==> config.mk <==
export PLATFORM = sky130hd
export DESIGN_NAME = lnbsi_top
export DESIGN_NICKNAME = d
export VERILOG_FILES = /design/src/lnbsi_pkg.sv /design/src/lnbsi_sync.sv /design/src/lnbsi_top.sv
export SDC_FILE = /design/constraint.sdc
export NUM_CORES = 1
export LEC_CHECK = 0
export BUFFER_PORTS_ARGS = -buffer_cell sky130_fd_sc_hd__buf_2
export CAP_MARGIN = 5
export CELL_PAD_IN_SITES_DETAIL_PLACEMENT = 0
export CELL_PAD_IN_SITES_GLOBAL_PLACEMENT = 1
export CORE_MARGIN = 2
export CORE_UTILIZATION = 43
export CTS_CLUSTER_SIZE = 16
export DETAILED_ROUTE_END_ITERATION = 10
export GPL_ROUTABILITY_DRIVEN = 0
export GPL_TIMING_DRIVEN = 0
export PLACE_DENSITY = 0.81
export SETUP_SLACK_MARGIN = 0.4
export SYNTH_ARGS = -nofsm -noshare
export SYNTH_HDL_FRONTEND = slang
export SYNTH_SLANG_ARGS = --single-unit
export TNS_END_PERCENT = 50
==> constraint.sdc <==
create_clock -name MCLK -period 2.05 [get_ports MCLK]
set_input_delay 0.205 -clock MCLK [delete_from_list [all_inputs] [get_ports MCLK]]
set_output_delay 0.205 -clock MCLK [all_outputs]
set_load 0.03 [all_outputs]
==> src/lnbsi_pkg.sv <==
// constants and types of the supply controller's serial register port
// assumes one 8-bit register and a 7-bit two-wire target address
package lnbsi_pkg;

  // ****************************************
  // address
  // ****************************************
  localparam logic [5:0] ADDR_UPPER = 6'h05;

  // ****************************************
  // system_reg layout, write side
  // ****************************************
  localparam int unsigned BIT_CUR_STATIC = 7;
  localparam int unsigned BIT_TONE_TX = 6;
  localparam int unsigned BIT_TONE_FORCE = 5;
  localparam int unsigned BIT_LINE_LOSS = 4;
  localparam int unsigned BIT_VOLT_HIGH = 3;
  localparam int unsigned BIT_POWER_ON = 2;
  localparam int unsigned BIT_MIN_CUR = 1;
  localparam int unsigned BIT_BOOST = 0;

  // ****************************************
  // system_reg layout, read side
  // ****************************************
  localparam int unsigned BIT_LOW_CUR_FLAG = 7;
  localparam int unsigned BIT_VOLT_FLAG = 6;
  localparam int unsigned BIT_TONE_FLAG = 5;
  localparam int unsigned BIT_OVER_TEMP = 1;
  localparam int unsigned BIT_OVERLOAD = 0;

  localparam logic [7:0] SYSTEM_REG_RESET = 8'h00;
  localparam logic [3:0] BITS_PER_BYTE = 4'h8;
  localparam int unsigned SYNC_WIDTH = 10;

  // ****************************************
  // types
  // ****************************************
  typedef enum logic [2:0] {
    LEVEL_OFF,
    LEVEL_13V4,
    LEVEL_18V5,
    LEVEL_14V4,
    LEVEL_19V5,
    LEVEL_22V
  } lnbsi_level_e;

  typedef enum logic [2:0] {
    ST_IDLE,
    ST_ADDR,
    ST_ADDR_ACK,
    ST_WRITE,
    ST_WRITE_ACK,
    ST_READ,
    ST_READ_ACK
  } lnbsi_state_e;

endpackage : lnbsi_pkg

==> src/lnbsi_sync.sv <==
// two-flop synchroniser for a group of pin levels
// assumes each bit is an independent level from outside the MCLK domain
`timescale 1ns/1ps
module lnbsi_sync #(
  parameter int unsigned WIDTH = 1
) (
  // clock and reset
  input wire logic clk,
  input wire logic rst,
  // levels
  input wire logic [WIDTH-1:0] d,
  output logic [WIDTH-1:0] q
);

  typedef struct packed {
    logic [WIDTH-1:0] s1;
    logic [WIDTH-1:0] s2;
  } lnbsi_sync_s;

  lnbsi_sync_s r;
  lnbsi_sync_s next_r;

  // first stage is read by the second stage only
  always_comb begin
    next_r = r;
    next_r.s1 = d;
    next_r.s2 = r.s1;
  end

  always_ff @(posedge clk) begin
    if (rst) begin
      r <= '0;
    end else begin
      r <= next_r;
    end
  end

  assign q = r.s2;

endmodule : lnbsi_sync

==> src/lnbsi_top.sv <==
// two-wire register port of a dish supply and tone controller
// assumes SCL/SDA and all status pins are asynchronous to MCLK,
// with SCL at least eight MCLK periods long
//
// Functional notes
// [RULE1] transaction: start, address byte with read bit, acked bytes, stop
// [RULE2] address is 000101 plus the address-select pin level
// [RULE3] one control byte with eight fixed-position write bits
// [RULE4] read byte: three flags, three control copies, two flags
// [RULE5] all register bits are zero after reset
// [RULE6] a write data byte replaces all eight control bits
// [RULE7] power off disables output; else two bits pick one of four levels
// [RULE8] boost bit with power on forces the 22 V level
// [RULE9] tone gated by pin, or continuous when forced, if path enabled
// [RULE10] tone path bit switches the tone transmit output only (here it also gates TONE_ENABLE)
// [RULE11] limit style bit: zero pulsed, one static
// [RULE12] min current bit picks the low or high threshold
// [RULE13] read data leaves msb first on controller clocks
// [RULE14] controller ack asks another byte, nack ends the read
// [RULE15] read-back control copies equal the last written values
// [RULE16] flags read zero normally and one while a fault is present
// [RULE17] over temperature flag set disables power
// [RULE18] overload flag follows the overload protection input
// [RULE19] monitor flags read one while out of limits
// [RULE20] host ignores some flags in some modes
// [RULE21] in lockout bus is ignored and register held at zero
// [RULE22] controller may skip checking acks
// [RULE23] ack every received byte when addressed, never in lockout
// [RULE24] bytes are eight bits msb first plus one ack bit
// [RULE25] foreign address: data line released, bytes ignored
`timescale 1ns/1ps
module lnbsi_top (
  // clock and reset
  input wire logic MCLK,
  input wire logic RST,
  // two-wire bus
  input wire logic SCL_I,
  input wire logic SDA_I,
  output logic SDA_O,
  output logic SDA_OE,
  // pins and analog status
  input wire logic ADDR_SEL,
  input wire logic TONE_GATE_INPUT,
  input wire logic UNDERVOLTAGE_LOCKOUT,
  input wire logic LOW_CURRENT_FAULT,
  input wire logic VOLTAGE_FAULT,
  input wire logic TONE_FAULT,
  input wire logic OVER_TEMP,
  input wire logic OVERLOAD,
  // controls to the analog blocks
  output logic POWER_EN,
  output logic [2:0] OUT_LEVEL,
  output logic LINE_LOSS_COMP,
  output logic VOLT_HIGH_SEL,
  output logic EXTRA_BOOST,
  output logic TONE_ENABLE,
  output logic TONE_TX_OUT_EN,
  output logic CURRENT_LIMIT_STATIC,
  output logic MIN_CURRENT_HIGH,
  // register view
  output logic [7:0] SYSTEM_REG
);

  // ****************************************
  // state
  // ****************************************
  typedef struct packed {
    lnbsi_pkg::lnbsi_state_e st;
    logic scl_q;
    logic sda_q;
    logic [3:0] cnt;
    logic [7:0] sh;
    logic rw;
    logic ack_seen;
    logic sda_oe;
    logic [7:0] ctrl;
    lnbsi_pkg::lnbsi_level_e level;
    logic power_en;
    logic tone_en;
  } lnbsi_top_s;

  lnbsi_top_s r;
  lnbsi_top_s next_r;

  logic [lnbsi_pkg::SYNC_WIDTH-1:0] sync_q;
  logic scl;
  logic sda;
  logic addr_sel;
  logic tone_gate;
  logic uvlo;
  logic [4:0] flt;
  logic scl_rise;
  logic scl_fall;
  logic start_c;
  logic stop_c;
  logic addr_hit;

  // ****************************************
  // pin synchronisers
  // ****************************************
  lnbsi_sync #(
    .WIDTH(lnbsi_pkg::SYNC_WIDTH)
  ) u_sync (
    .clk(MCLK),
    .rst(RST),
    .d({SCL_I, SDA_I, ADDR_SEL, TONE_GATE_INPUT, UNDERVOLTAGE_LOCKOUT,
        LOW_CURRENT_FAULT, VOLTAGE_FAULT, TONE_FAULT, OVER_TEMP,
        OVERLOAD}),
    .q(sync_q)
  );

  assign {scl, sda, addr_sel, tone_gate, uvlo, flt} = sync_q;

  // ****************************************
  // helpers
  // ****************************************
  // live flags, so a cleared fault reads zero again at once
  function automatic logic [7:0] read_byte(input logic [7:0] c,
                                           input logic [4:0] f);
    logic [7:0] b;
    b = 8'h00;
    b[lnbsi_pkg::BIT_LOW_CUR_FLAG] = f[4]; // RULE19
    b[lnbsi_pkg::BIT_VOLT_FLAG] = f[3]; // RULE19
    b[lnbsi_pkg::BIT_TONE_FLAG] = f[2]; // RULE19
    b[lnbsi_pkg::BIT_LINE_LOSS] = c[lnbsi_pkg::BIT_LINE_LOSS]; // RULE15
    b[lnbsi_pkg::BIT_VOLT_HIGH] = c[lnbsi_pkg::BIT_VOLT_HIGH]; // RULE15
    b[lnbsi_pkg::BIT_POWER_ON] = c[lnbsi_pkg::BIT_POWER_ON]; // RULE15
    b[lnbsi_pkg::BIT_OVER_TEMP] = f[1]; // RULE17
    b[lnbsi_pkg::BIT_OVERLOAD] = f[0]; // RULE18
    return b; // RULE4 RULE16
  endfunction : read_byte

  assign scl_rise = scl & ~r.scl_q;
  assign scl_fall = ~scl & r.scl_q;
  assign start_c = r.scl_q & scl & r.sda_q & ~sda; // RULE1
  assign stop_c = r.scl_q & scl & ~r.sda_q & sda; // RULE1
  assign addr_hit = (r.sh[7:1] == {lnbsi_pkg::ADDR_UPPER, addr_sel}); // RULE2

  // ****************************************
  // next state
  // ****************************************
  always_comb begin
    logic [7:0] rb;
    logic [7:0] c;
    rb = read_byte(r.ctrl, flt);
    c = r.ctrl;
    next_r = r;
    next_r.scl_q = scl;
    next_r.sda_q = sda;
    if (start_c) begin
      next_r.st = lnbsi_pkg::ST_ADDR;
      next_r.cnt = 4'h0;
      next_r.sda_oe = 1'b0;
    end else if (stop_c) begin
      next_r.st = lnbsi_pkg::ST_IDLE;
      next_r.sda_oe = 1'b0;
    end else begin
      case (r.st)
        lnbsi_pkg::ST_IDLE: begin
          next_r.sda_oe = 1'b0;
        end
        lnbsi_pkg::ST_ADDR, lnbsi_pkg::ST_WRITE: begin
          if (scl_rise && r.cnt != lnbsi_pkg::BITS_PER_BYTE) begin
            next_r.sh = {r.sh[6:0], sda}; // RULE24
            next_r.cnt = r.cnt + 4'h1;
          end else if (scl_fall && r.cnt == lnbsi_pkg::BITS_PER_BYTE) begin
            next_r.cnt = 4'h0;
            if (r.st == lnbsi_pkg::ST_WRITE) begin
              next_r.ctrl = r.sh; // RULE6
              next_r.sda_oe = 1'b1; // RULE23
              next_r.st = lnbsi_pkg::ST_WRITE_ACK;
            end else if (addr_hit) begin
              next_r.rw = r.sh[0]; // RULE1
              next_r.sda_oe = 1'b1; // RULE23
              next_r.st = lnbsi_pkg::ST_ADDR_ACK;
            end else begin
              next_r.st = lnbsi_pkg::ST_IDLE; // RULE25
            end
          end
        end
        lnbsi_pkg::ST_ADDR_ACK: begin
          if (scl_fall) begin
            if (r.rw) begin
              next_r.sh = rb; // RULE13
              next_r.sda_oe = ~rb[7];
              next_r.st = lnbsi_pkg::ST_READ;
            end else begin
              next_r.sda_oe = 1'b0;
              next_r.st = lnbsi_pkg::ST_WRITE;
            end
          end
        end
        lnbsi_pkg::ST_WRITE_ACK: begin
          if (scl_fall) begin
            next_r.sda_oe = 1'b0;
            next_r.st = lnbsi_pkg::ST_WRITE;
          end
        end
        lnbsi_pkg::ST_READ: begin
          if (scl_fall) begin
            if (r.cnt == lnbsi_pkg::BITS_PER_BYTE - 4'h1) begin
              next_r.sda_oe = 1'b0;
              next_r.cnt = 4'h0;
              next_r.st = lnbsi_pkg::ST_READ_ACK;
            end else begin
              next_r.sh = {r.sh[6:0], 1'b0}; // RULE13
              next_r.sda_oe = ~r.sh[6];
              next_r.cnt = r.cnt + 4'h1;
            end
          end
        end
        lnbsi_pkg::ST_READ_ACK: begin
          if (scl_rise) begin
            next_r.ack_seen = ~sda;
          end else if (scl_fall) begin
            if (r.ack_seen) begin
              next_r.sh = rb; // RULE14
              next_r.sda_oe = ~rb[7];
              next_r.st = lnbsi_pkg::ST_READ;
            end else begin
              next_r.st = lnbsi_pkg::ST_IDLE; // RULE14
            end
          end
        end
        default: begin
          next_r.st = lnbsi_pkg::ST_IDLE;
          next_r.sda_oe = 1'b0;
        end
      endcase
    end
    // lockout wins over any bus activity
    if (uvlo) begin
      next_r.st = lnbsi_pkg::ST_IDLE; // RULE21
      next_r.sda_oe = 1'b0; // RULE23
      next_r.ctrl = lnbsi_pkg::SYSTEM_REG_RESET; // RULE21
    end
    // decoded controls, one cycle behind the register
    if (!c[lnbsi_pkg::BIT_POWER_ON]) begin
      next_r.level = lnbsi_pkg::LEVEL_OFF; // RULE7
    end else if (c[lnbsi_pkg::BIT_BOOST]) begin
      next_r.level = lnbsi_pkg::LEVEL_22V; // RULE8
    end else begin
      case ({c[lnbsi_pkg::BIT_LINE_LOSS], c[lnbsi_pkg::BIT_VOLT_HIGH]})
        2'h0: next_r.level = lnbsi_pkg::LEVEL_13V4; // RULE7
        2'h1: next_r.level = lnbsi_pkg::LEVEL_18V5;
        2'h2: next_r.level = lnbsi_pkg::LEVEL_14V4;
        default: next_r.level = lnbsi_pkg::LEVEL_19V5;
      endcase
    end
    // thermal shutdown is immediate, not waiting for software
    next_r.power_en = c[lnbsi_pkg::BIT_POWER_ON] & ~flt[1]; // RULE17
    next_r.tone_en = c[lnbsi_pkg::BIT_TONE_TX] &
                     (c[lnbsi_pkg::BIT_TONE_FORCE] | tone_gate); // RULE9
  end

  always_ff @(posedge MCLK) begin
    if (RST) begin
      r <= '0; // RULE5
    end else begin
      r <= next_r;
    end
  end

  // ****************************************
  // outputs
  // ****************************************
  assign SDA_O = 1'b0;
  assign SDA_OE = r.sda_oe;
  assign POWER_EN = r.power_en;
  assign OUT_LEVEL = r.level;
  assign LINE_LOSS_COMP = r.ctrl[lnbsi_pkg::BIT_LINE_LOSS];
  assign VOLT_HIGH_SEL = r.ctrl[lnbsi_pkg::BIT_VOLT_HIGH];
  assign EXTRA_BOOST = r.ctrl[lnbsi_pkg::BIT_BOOST];
  assign TONE_ENABLE = r.tone_en;
  assign TONE_TX_OUT_EN = r.ctrl[lnbsi_pkg::BIT_TONE_TX]; // RULE10
  assign CURRENT_LIMIT_STATIC = r.ctrl[lnbsi_pkg::BIT_CUR_STATIC]; // RULE11
  assign MIN_CURRENT_HIGH = r.ctrl[lnbsi_pkg::BIT_MIN_CUR]; // RULE12
  assign SYSTEM_REG = r.ctrl; // RULE3
endmodule : lnbsi_top

Word level (Yosys, flattened, before mapping)
Cells that the tools add are included.
{"block": "word_totals", "inputBits": 12, "output_inout_bits": 21, "register_bits": 53}
{"block": "classes", "mux": 44, "n_eq_ne": 35, "bitwise_logic": 23, "reduce_logical": 20, "add_sub_neg": 1}
{"cell": "2-to-1 mux 8 bit", "count": 8}
{"cell": "2-to-1 mux 3 bit", "count": 12}
{"cell": "!= test 4 bit, second input constant", "count": 9}
{"cell": "case mux 8 bit (4 select lines)", "count": 1}
{"cell": "AND reduction 9 bit", "count": 3}
{"cell": "!= test 2 bit, second input constant", "count": 12}
{"cell": "2-to-1 mux 9 bit", "count": 2}
{"cell": "case mux 3 bit (6 select lines)", "count": 1}
{"cell": "NOT 1 bit", "count": 13}
{"cell": "2-to-1 mux 1 bit", "count": 12}
{"cell": "2-to-1 mux 12 bit", "count": 1}
{"cell": "2-to-1 mux 4 bit", "count": 3}
{"cell": "AND reduction 11 bit", "count": 1}
{"cell": "AND 1 bit", "count": 9}
{"cell": "== test 3 bit, second input constant", "count": 3}
{"cell": "!= test 3 bit, second input constant", "count": 3}
{"cell": "case mux 3 bit (3 select lines)", "count": 1}
{"cell": "case mux 4 bit (2 select lines)", "count": 1}
{"cell": "AND reduction 4 bit", "count": 2}
{"cell": "OR reduction 2 bit", "count": 4}
{"cell": "== test 7 x 4 -> 1 bit", "count": 1}
{"cell": "AND reduction 7 bit", "count": 1}
{"cell": "== test 3 x 2 -> 1 bit, second input constant", "count": 2}
{"cell": "AND reduction 6 bit", "count": 1}
{"cell": "other kinds (16)", "count": 17}

Depth between registers and ports, before layout
Gate-level depths: netlist of run 1.
{"block": "depth", "ltp_word": 8, "mapped_depth": 8}

Cells and area by module
A second synthesis of run 1 with hierarchy kept.
{"block": "hier_totals", "hier_cells": 264, "area_unflattened_um2": 2487.4}
{"module": "lnbsi_top", "area_each_um2": 1869.3, "cells_each": 222, "instances": 1}
{"module": "lnbsi_sync", "area_each_um2": 618.1, "cells_each": 42, "instances": 1}

Worst setup path after synthesis of run 1
No wires, ideal clock.
{"block": "synth_path", "path_type": "register to register", "startpoint": "reg r[24] (netlist name)", "endpoint": "reg r[16] (netlist name)", "arrival_ns": 1.683, "path_buffers": 1, "stages_incl_launch_ff": 9, "path_slack_ns": 0.251, "path_cell_list": "dfxtp_1 inv_1 ha_1 nand3b_4 a221oi_1 nor4_4 buf_6 nor2_1 a31o_2"}
{"block": "synth_via", "elab_chain_cells": 4, "word_cells_on_any_way": 6, "classes_between": "4 x eq/ne; 2 x reduce/logical"}
{"element": "start, declared", "line": "lnbsi_top.sv:82", "rtl": "lnbsi_top_s r;"}
{"element": "start signal, assigned", "line": "lnbsi_top.sv:260", "rtl": "r <= next_r;"}
{"element": "!= test 4 bit", "line": "lnbsi_top.sv:163", "rtl": "if (scl_rise && r.cnt != lnbsi_pkg::BITS_PER_BYTE) begin"}
{"element": "logical AND 1 bit", "line": "lnbsi_top.sv:163"}
{"element": "!= test 2 bit (no source line)"}
{"element": "AND reduction 11 bit (no source line) (*)"}
Every way passes the cells marked *; elsewhere a longest branch is shown, timed or not.
A chain may end at the register's enable or synchronous reset.

Worst setup path in the final report of run 1
{"block": "layout_path", "startpoint": "reg r[24] (netlist name)", "endpoint": "reg r[30] (netlist name)"}
{"block": "layout_via", "elab_chain_cells": 4, "word_cells_on_any_way": 9, "classes_between": "6 x eq/ne; 3 x reduce/logical"}
{"element": "== test 4 bit or != test 4 bit (tied branches)", "line": "lnbsi_top.sv:166, lnbsi_top.sv:163"}
{"element": "logical AND 1 bit, on equally long branches", "line": "lnbsi_top.sv:166, lnbsi_top.sv:163"}
{"element": "!= test 4 bit (no source line)"}
{"element": "AND reduction 9 bit (no source line) (*)"}
Marked as above.

==> metrics.yaml, run 1 <==
run_status:
  run_status: "complete, no violations"
worst_setup_path:
  r2r_slack_ns: 0.30
  max_stage_delay_ns: 0.38
  arrival_ns: 1.94
  crit_chain: "ha_2, nand3b_1, and2_4, a311o_1, a221oi_2, a311oi_1"
  cp-end-kind: "flip-flop"
  slowest_stage: "dfxtp_4"
  path_class: "flip-flop to flip-flop"
  start_kind: "flip-flop"
  cp_max_fo: 3
  cp.required_ns: 2.24
layout:
  diodes: 0
  syn_to_final_growth_pct: 29.7
  layoutNonFillerInstCount: 403
  finish.utilization_pct: 57.9
  fin_area_um2: 3210
  drive_gt1_share_pct: 37.8
  fin_nets: 345
global_routing:
  overflow: 0
  grt.total_usage_pct: 18.4
  grt_pass1_wl_um: 9080
  first_global_vias: 1865
  grt_max_degree: 19
  antenna_found_initial: 0
routing:
  routed_via_density: 5.06
  final_antenna_net_count: 0
  routedWlPerCell_um: 13.8
  drc: 0
  drt_iter0_markers: 111
  dr.pass1.iters: 4
  totalWireLength_um: 5570
  num_vias: 2039
synthesis:
  ys_seq_area_share_pct: 42.9
  synthCells: 266
  yosysTopAreaCell: "dfxtp_1"
  async_flop_share_pct: 0
  ys_dominant_reg_cell: "dfxtp_1"
  synth_edf_count: 0
  yosys_warnings: 0
  yosysUniqueCellTypes: 59
  ys_seq_elements: 53
  ys_top_cells_by_area: "dfxtp_1, nor2b_1, nor2_1"
  netlist_area_um2: 2470
  syn_avg_cell_area_um2: 9.29
  synth_nets: 281
  synth_top_cell_area_share_pct: 42.9
sta:
  hold_ws_ns: 0.0940
  period_needed_ns: 1.75
  worst_slew_pin_slew_ns: 0.634
  timing.fmax_mhz: 571
  setup_viol: 0
  drv_slew: 0
  max-slew-margin-rel_pct: 57.7
  fin_skew_ns: 0.0115
  timing.final.crit_share_pct: 85.4
  rsz0062_at_grt: "yes"
  finalHoldViolCount: 0
  final.setup.tns_ns: 0
  postLayoutSetupSlackWorst_ns: 0.300
floorplanning:
  coreArea_um2: 5540
  die-area_um2: 6370
  rows: 27
  ios: 33
  start_util_pct: 44.6
  die_y_um: 79.8
  die-width_um: 79.8
power:
  p_clk_share_pct: 39.4
  power_frac_comb_pct: 4.6
  vdd_ir_drop_max_uv: 465
  switching_power_mw: 0.418
  p_per_area_nw_per_um2: 586
  swShare_pct: 22.3
  leakagePower_nw: 1.36
  seqPwrFrac_pct: 56.0
  fin_total_pwr_mw: 1.88
  internal_power_mw: 1.46
clocking:
  hold_buffers: 0
  cts_buffer_depth: 2
  numCtsBuffers: 5
  clock-sinks: 53
  cts_root_buf: "clkbuf_8"
  htreeDepth: 2
  clk-insertion-delay-late_ns: 0.31
  clkSlewWorstSetupHoldPaths_ns: 0.11
  cts_tree: "done"
placement:
  io_buffers: 30
  preCtsSetupSlack_ns: 0.121
  dpl_cell_area_um2: 2730
  dp_cells: 368
  hpwlAfterDp_um: 3550
run:
  drv_cap: 0
worst_hold_path:
  min_path_type: "input port to flip-flop"
-- cells by family after synthesis --
logic type	synth area share, %
other cells	0.152
xor+xnor	0.709
flops	42.9
buf+inv	7.84
mux	4.91
simple gates	25.9
compound gates	16.1
fa+ha+maj	1.52
-- worst paths after layout --
kind,start,endpoint,cells after the start
worst max register to register,r[24],r[30],6
worst max-delay path,r[24],r[30],6
worst min-delay path,ADDR_SEL,u_sync.next_r[7],2
worst min register to register,u_sync.next_r[0],u_sync.q[0],1
-- power by group through the flow --
| stage | Clock [mW] | Sequential [mW] | Combinational (mW) |
|---|---|---|---|
| finish | 0.740 | 1.05 | 0.0865 |
| global route | 0.799 | 1.06 | 0.0955 |
| CTS | 0.761 | 1.05 | 0.0816 |
| detailed placement | 0 | 1.08 | 0.0749 |
| global placement | 0 | 1.08 | 0.0740 |
| floorplan | 0 | 1.08 | 0.0529 |
-- final cells by class --
| cell class | count | area (um^2) |
|---|---|---|
| fill | 515 | 2330 |
| multi-input combinational | 180 | 1330 |
| sequential | 53 | 1070 |
| timing repair buffer | 57 | 380 |
| buffer | 25 | 179 |
| tap | 72 | 90.1 |
| clock buffer | 5 | 68.8 |
| clock inverter | 3 | 50.0 |
| inverter | 8 | 30.0 |
-- placed cells by master (no fill, tap or decap), types with 4 or more instances in the layout --
master    synthesis  final
clkbuf_8          0      5
inv_1             8      6
buf_6             2      9
nand2b_1          6      5
dfxtp_1          53     46
a311oi_1          7      4
a311oi_2          1      4
dfxtp_2           0      5
buf_4            14     34
nand2_1          20     20
a31oi_1           4      4
clkbuf_1          6      5
a21oi_1          11      9
nor2_1           34     32
nor2b_1          23     23
o21ai_0           6      5
nand3_1           5      5
mux2i_1          11     11
buf_2             2     31
-- Yosys cell counts, types with 2 or more instances --
master	instances
nor2b_1	23
a221oi_1	2
nor4_1	2
nor3_1	2
a21oi_1	11
a311oi_1	7
buf_4	14
ha_1	3
mux2i_1	11
nor3b_1	3
buf_2	2
inv_1	8
nand2_1	20
nor2_1	34
and2_1	2
dfxtp_1	53
o21ai_0	6
clkbuf_1	6
buf_6	2
nand3b_1	3
a31oi_1	4
o31ai_1	2
nand3_1	5
nand2b_1	6
-- critical path: cells and delay by family (launching register included) --
family | cells | cell delay (ns)
AND/OR/NAND/NOR | 2 | 0.34
flip-flops | 1 | 0.38
adder cells (fa/ha/maj) | 1 | 0.19
AO/OA/AOI/OAI | 3 | 0.71
-- sequential cells by signal, indices dropped and copies added (netlist names) --
signal / cells
OUT_LEVEL: 3
POWER_EN: 1
SDA_OE: 1
SYSTEM_REG: 8
TONE_ENABLE: 1
r: 19
u_sync.next_r: 10
u_sync.q: 10
-- per-layer routing --
layer  GRT usage (%)  up-vias  routed length, um
met5               0        -                  0
met4            6.27        0                 82
met3            3.73        8                295
met2            29.3       55               2620
met1            24.7      937               2570
li1                -     1039                  -
-- what timing repair did --
item,in CTS,in global routing
resized for setup,21,19
pin swaps,6,8
buffers inserted,20,6
gates cloned,1,0
endpoints found under the setup margin,25,26
Power figures use the tool's default switching activity.
==> inputs of run 2 (changes only) <==
- RECOVER_POWER: default -> 25
==> run 2 against run 1 <==
Critical path depth unchanged; sequential share of layout area about the same; via count unchanged; core utilization about the same; final cell count is the same; clock power hardly changed; sequential cell count stayed put; non-clock buffer count unchanged; critical endpoint unchanged; count of clock-buffer cells in the layout stayed put; highest routed layer unchanged.
==> metrics.yaml, run 2 (synthesis gave the netlist of run 1 again) <==
worst_setup_path:
  start_kind: "flip-flop"
  cp-end-kind: "flip-flop"
  cp_max_fo: 3  # unchanged
  path_class: "flip-flop to flip-flop"
  arrival_ns: 1.94  # about the same
  cp.required_ns: 2.24  # about the same
floorplanning:
  ios: 33  # unchanged
  die-width_um: 79.8  # unchanged
  start_util_pct: 44.6  # unchanged
  die_y_um: 79.8  # unchanged
  coreArea_um2: 5540  # unchanged
  die-area_um2: 6370  # unchanged
  rows: 27  # unchanged
clocking:
  cts_root_buf: "clkbuf_8"
  clock-sinks: 53  # unchanged
  clk-insertion-delay-late_ns: 0.31  # about the same
  cts_tree: "done"
  numCtsBuffers: 5  # unchanged
  hold_buffers: 0  # unchanged
  cts_buffer_depth: 2  # unchanged
  clkSlewWorstSetupHoldPaths_ns: 0.11  # about the same
  htreeDepth: 2  # unchanged
routing:
  drt_iter0_markers: 111  # unchanged
  dr.pass1.iters: 4  # unchanged
  totalWireLength_um: 5570  # unchanged
  final_antenna_net_count: 0  # unchanged
  drc: 0  # unchanged
  routed_via_density: 5.06  # unchanged
  num_vias: 2039  # unchanged
  routedWlPerCell_um: 13.8  # unchanged
global_routing:
  antenna_found_initial: 0  # unchanged
  first_global_vias: 1865  # unchanged
  overflow: 0  # unchanged
  grt.total_usage_pct: 18.4  # unchanged
  grt_pass1_wl_um: 9080  # unchanged
  grt_max_degree: 19  # unchanged
power:
  switching_power_mw: 0.418  # unchanged
  vdd_ir_drop_max_uv: 465  # unchanged
  internal_power_mw: 1.46  # about the same
  swShare_pct: 22.3  # about the same
  seqPwrFrac_pct: 56.0  # about the same
  power_frac_comb_pct: 4.6  # about the same
  p_per_area_nw_per_um2: 586  # about the same
  leakagePower_nw: 1.35  # about the same
  p_clk_share_pct: 39.4  # about the same
sta:
  period_needed_ns: 1.75  # unchanged
  finalHoldViolCount: 0  # unchanged
  timing.final.crit_share_pct: 85.4  # unchanged
  fin_skew_ns: 0.0115  # unchanged
  timing.fmax_mhz: 571  # unchanged
  rsz0062_at_grt: "yes"
  worst_slew_pin_slew_ns: 0.634  # unchanged
  max-slew-margin-rel_pct: 57.7  # unchanged
  drv_slew: 0  # unchanged
  final.setup.tns_ns: 0  # unchanged
  setup_viol: 0  # unchanged
layout:
  diodes: 0  # unchanged
  nFillCells: 516  # +0.19%
  fin_nets: 345  # unchanged
  fin_area_um2: 3200  # about the same
  top_register: "r"
  largest_register_ffs: 19  # unchanged
  register_area_um2: 1070  # -0.12%
  most-common-layout-cells: "dfxtp_1, buf_4, nor2_1, buf_2, nor2b_1"
  mostFrequentLayoutCell: "dfxtp_1"
  multi_input_area_um2: 1330  # unchanged
  syn_to_final_growth_pct: 29.6  # about the same
  drive_gt1_share_pct: 37.5  # -0.30 points
placement:
  hpwlAfterDp_um: 3550  # unchanged
  io_buffers: 30  # unchanged
  dpl_cell_area_um2: 2730  # unchanged
worst_hold_path:
  min_path_type: "input port to flip-flop"
run_status:
  run_status: "complete, no violations"
run:
  drv_cap: 0  # unchanged
-- run 2: final cells by class --
class | count | share of cell area (%)
clock inverters | 3 | 1.56
well taps | 72 | 2.81
plain buffers | 25 | 5.58
repair buffers | 57 | 11.9
flip-flops and latches | 53 | 33.5
inverters | 8 | 0.937
multi-input cells | 180 | 41.6
clock buffers | 5 | 2.15
-- run 2: final timing paths --
check	from	end	slack (ns)	cells past startpoint
worst min register to register	u_sync.next_r[0]	u_sync.q[0]	0.44	1
worst max-delay path	r[24]	r[30]	0.30	6
worst min-delay path	ADDR_SEL	u_sync.next_r[7]	0.09	2
worst max register to register	r[24]	r[30]	0.30	6
-- run 2: layer usage --
layer	track usage [%]	share of wire (%)
met1	24.7	46
met2	29.3	47
met3	3.73	5.3
met4	6.27	1.5
met5	0	0
-- run 2: critical path, stage by stage (launching register included) --
cell,delay [ns]
dfxtp_4,0.38
ha_2,0.19
nand3b_1,0.15
and2_4,0.19
a311o_1,0.37
a221oi_2,0.27
a311oi_1,0.07
-- run 2: power by group through the flow --
stage	Clock (mW)	Sequential, mW	Combinational (mW)
floorplan	0	1.08	0.0529
global placement	0	1.08	0.0740
detailed placement	0	1.08	0.0749
CTS	0.761	1.05	0.0816
global route	0.799	1.06	0.0955
finish	0.740	1.05	0.0865
-- run 2: through the flow --
step | hold slack, ns | cells | util (%) | power [mW] | setup slack [ns]
2_1_floorplan | 0.333 | 266 | - | 1.13 | 0.400
3_3_place_gp | 0.412 | 368 | 49.2 | 1.15 | 0.149
3_5_place_dp | 0.418 | 368 | 49.2 | 1.15 | 0.121
4_1_cts | 0.0854 | 397 | 55.7 | 1.90 | 0.298
5_1_grt | 0.0927 | 403 | 57.8 | 1.95 | 0.219
6_report | 0.0940 | 403 | 57.8 | 1.88 | 0.300
-- run 2: what timing repair did --
item / in CTS / in global routing
gates resized for setup: 21 / 19
setup endpoints to repair: 25 / 26
buffers inserted: 20 / 6
pin swaps: 6 / 8
cloned: 1 / 0
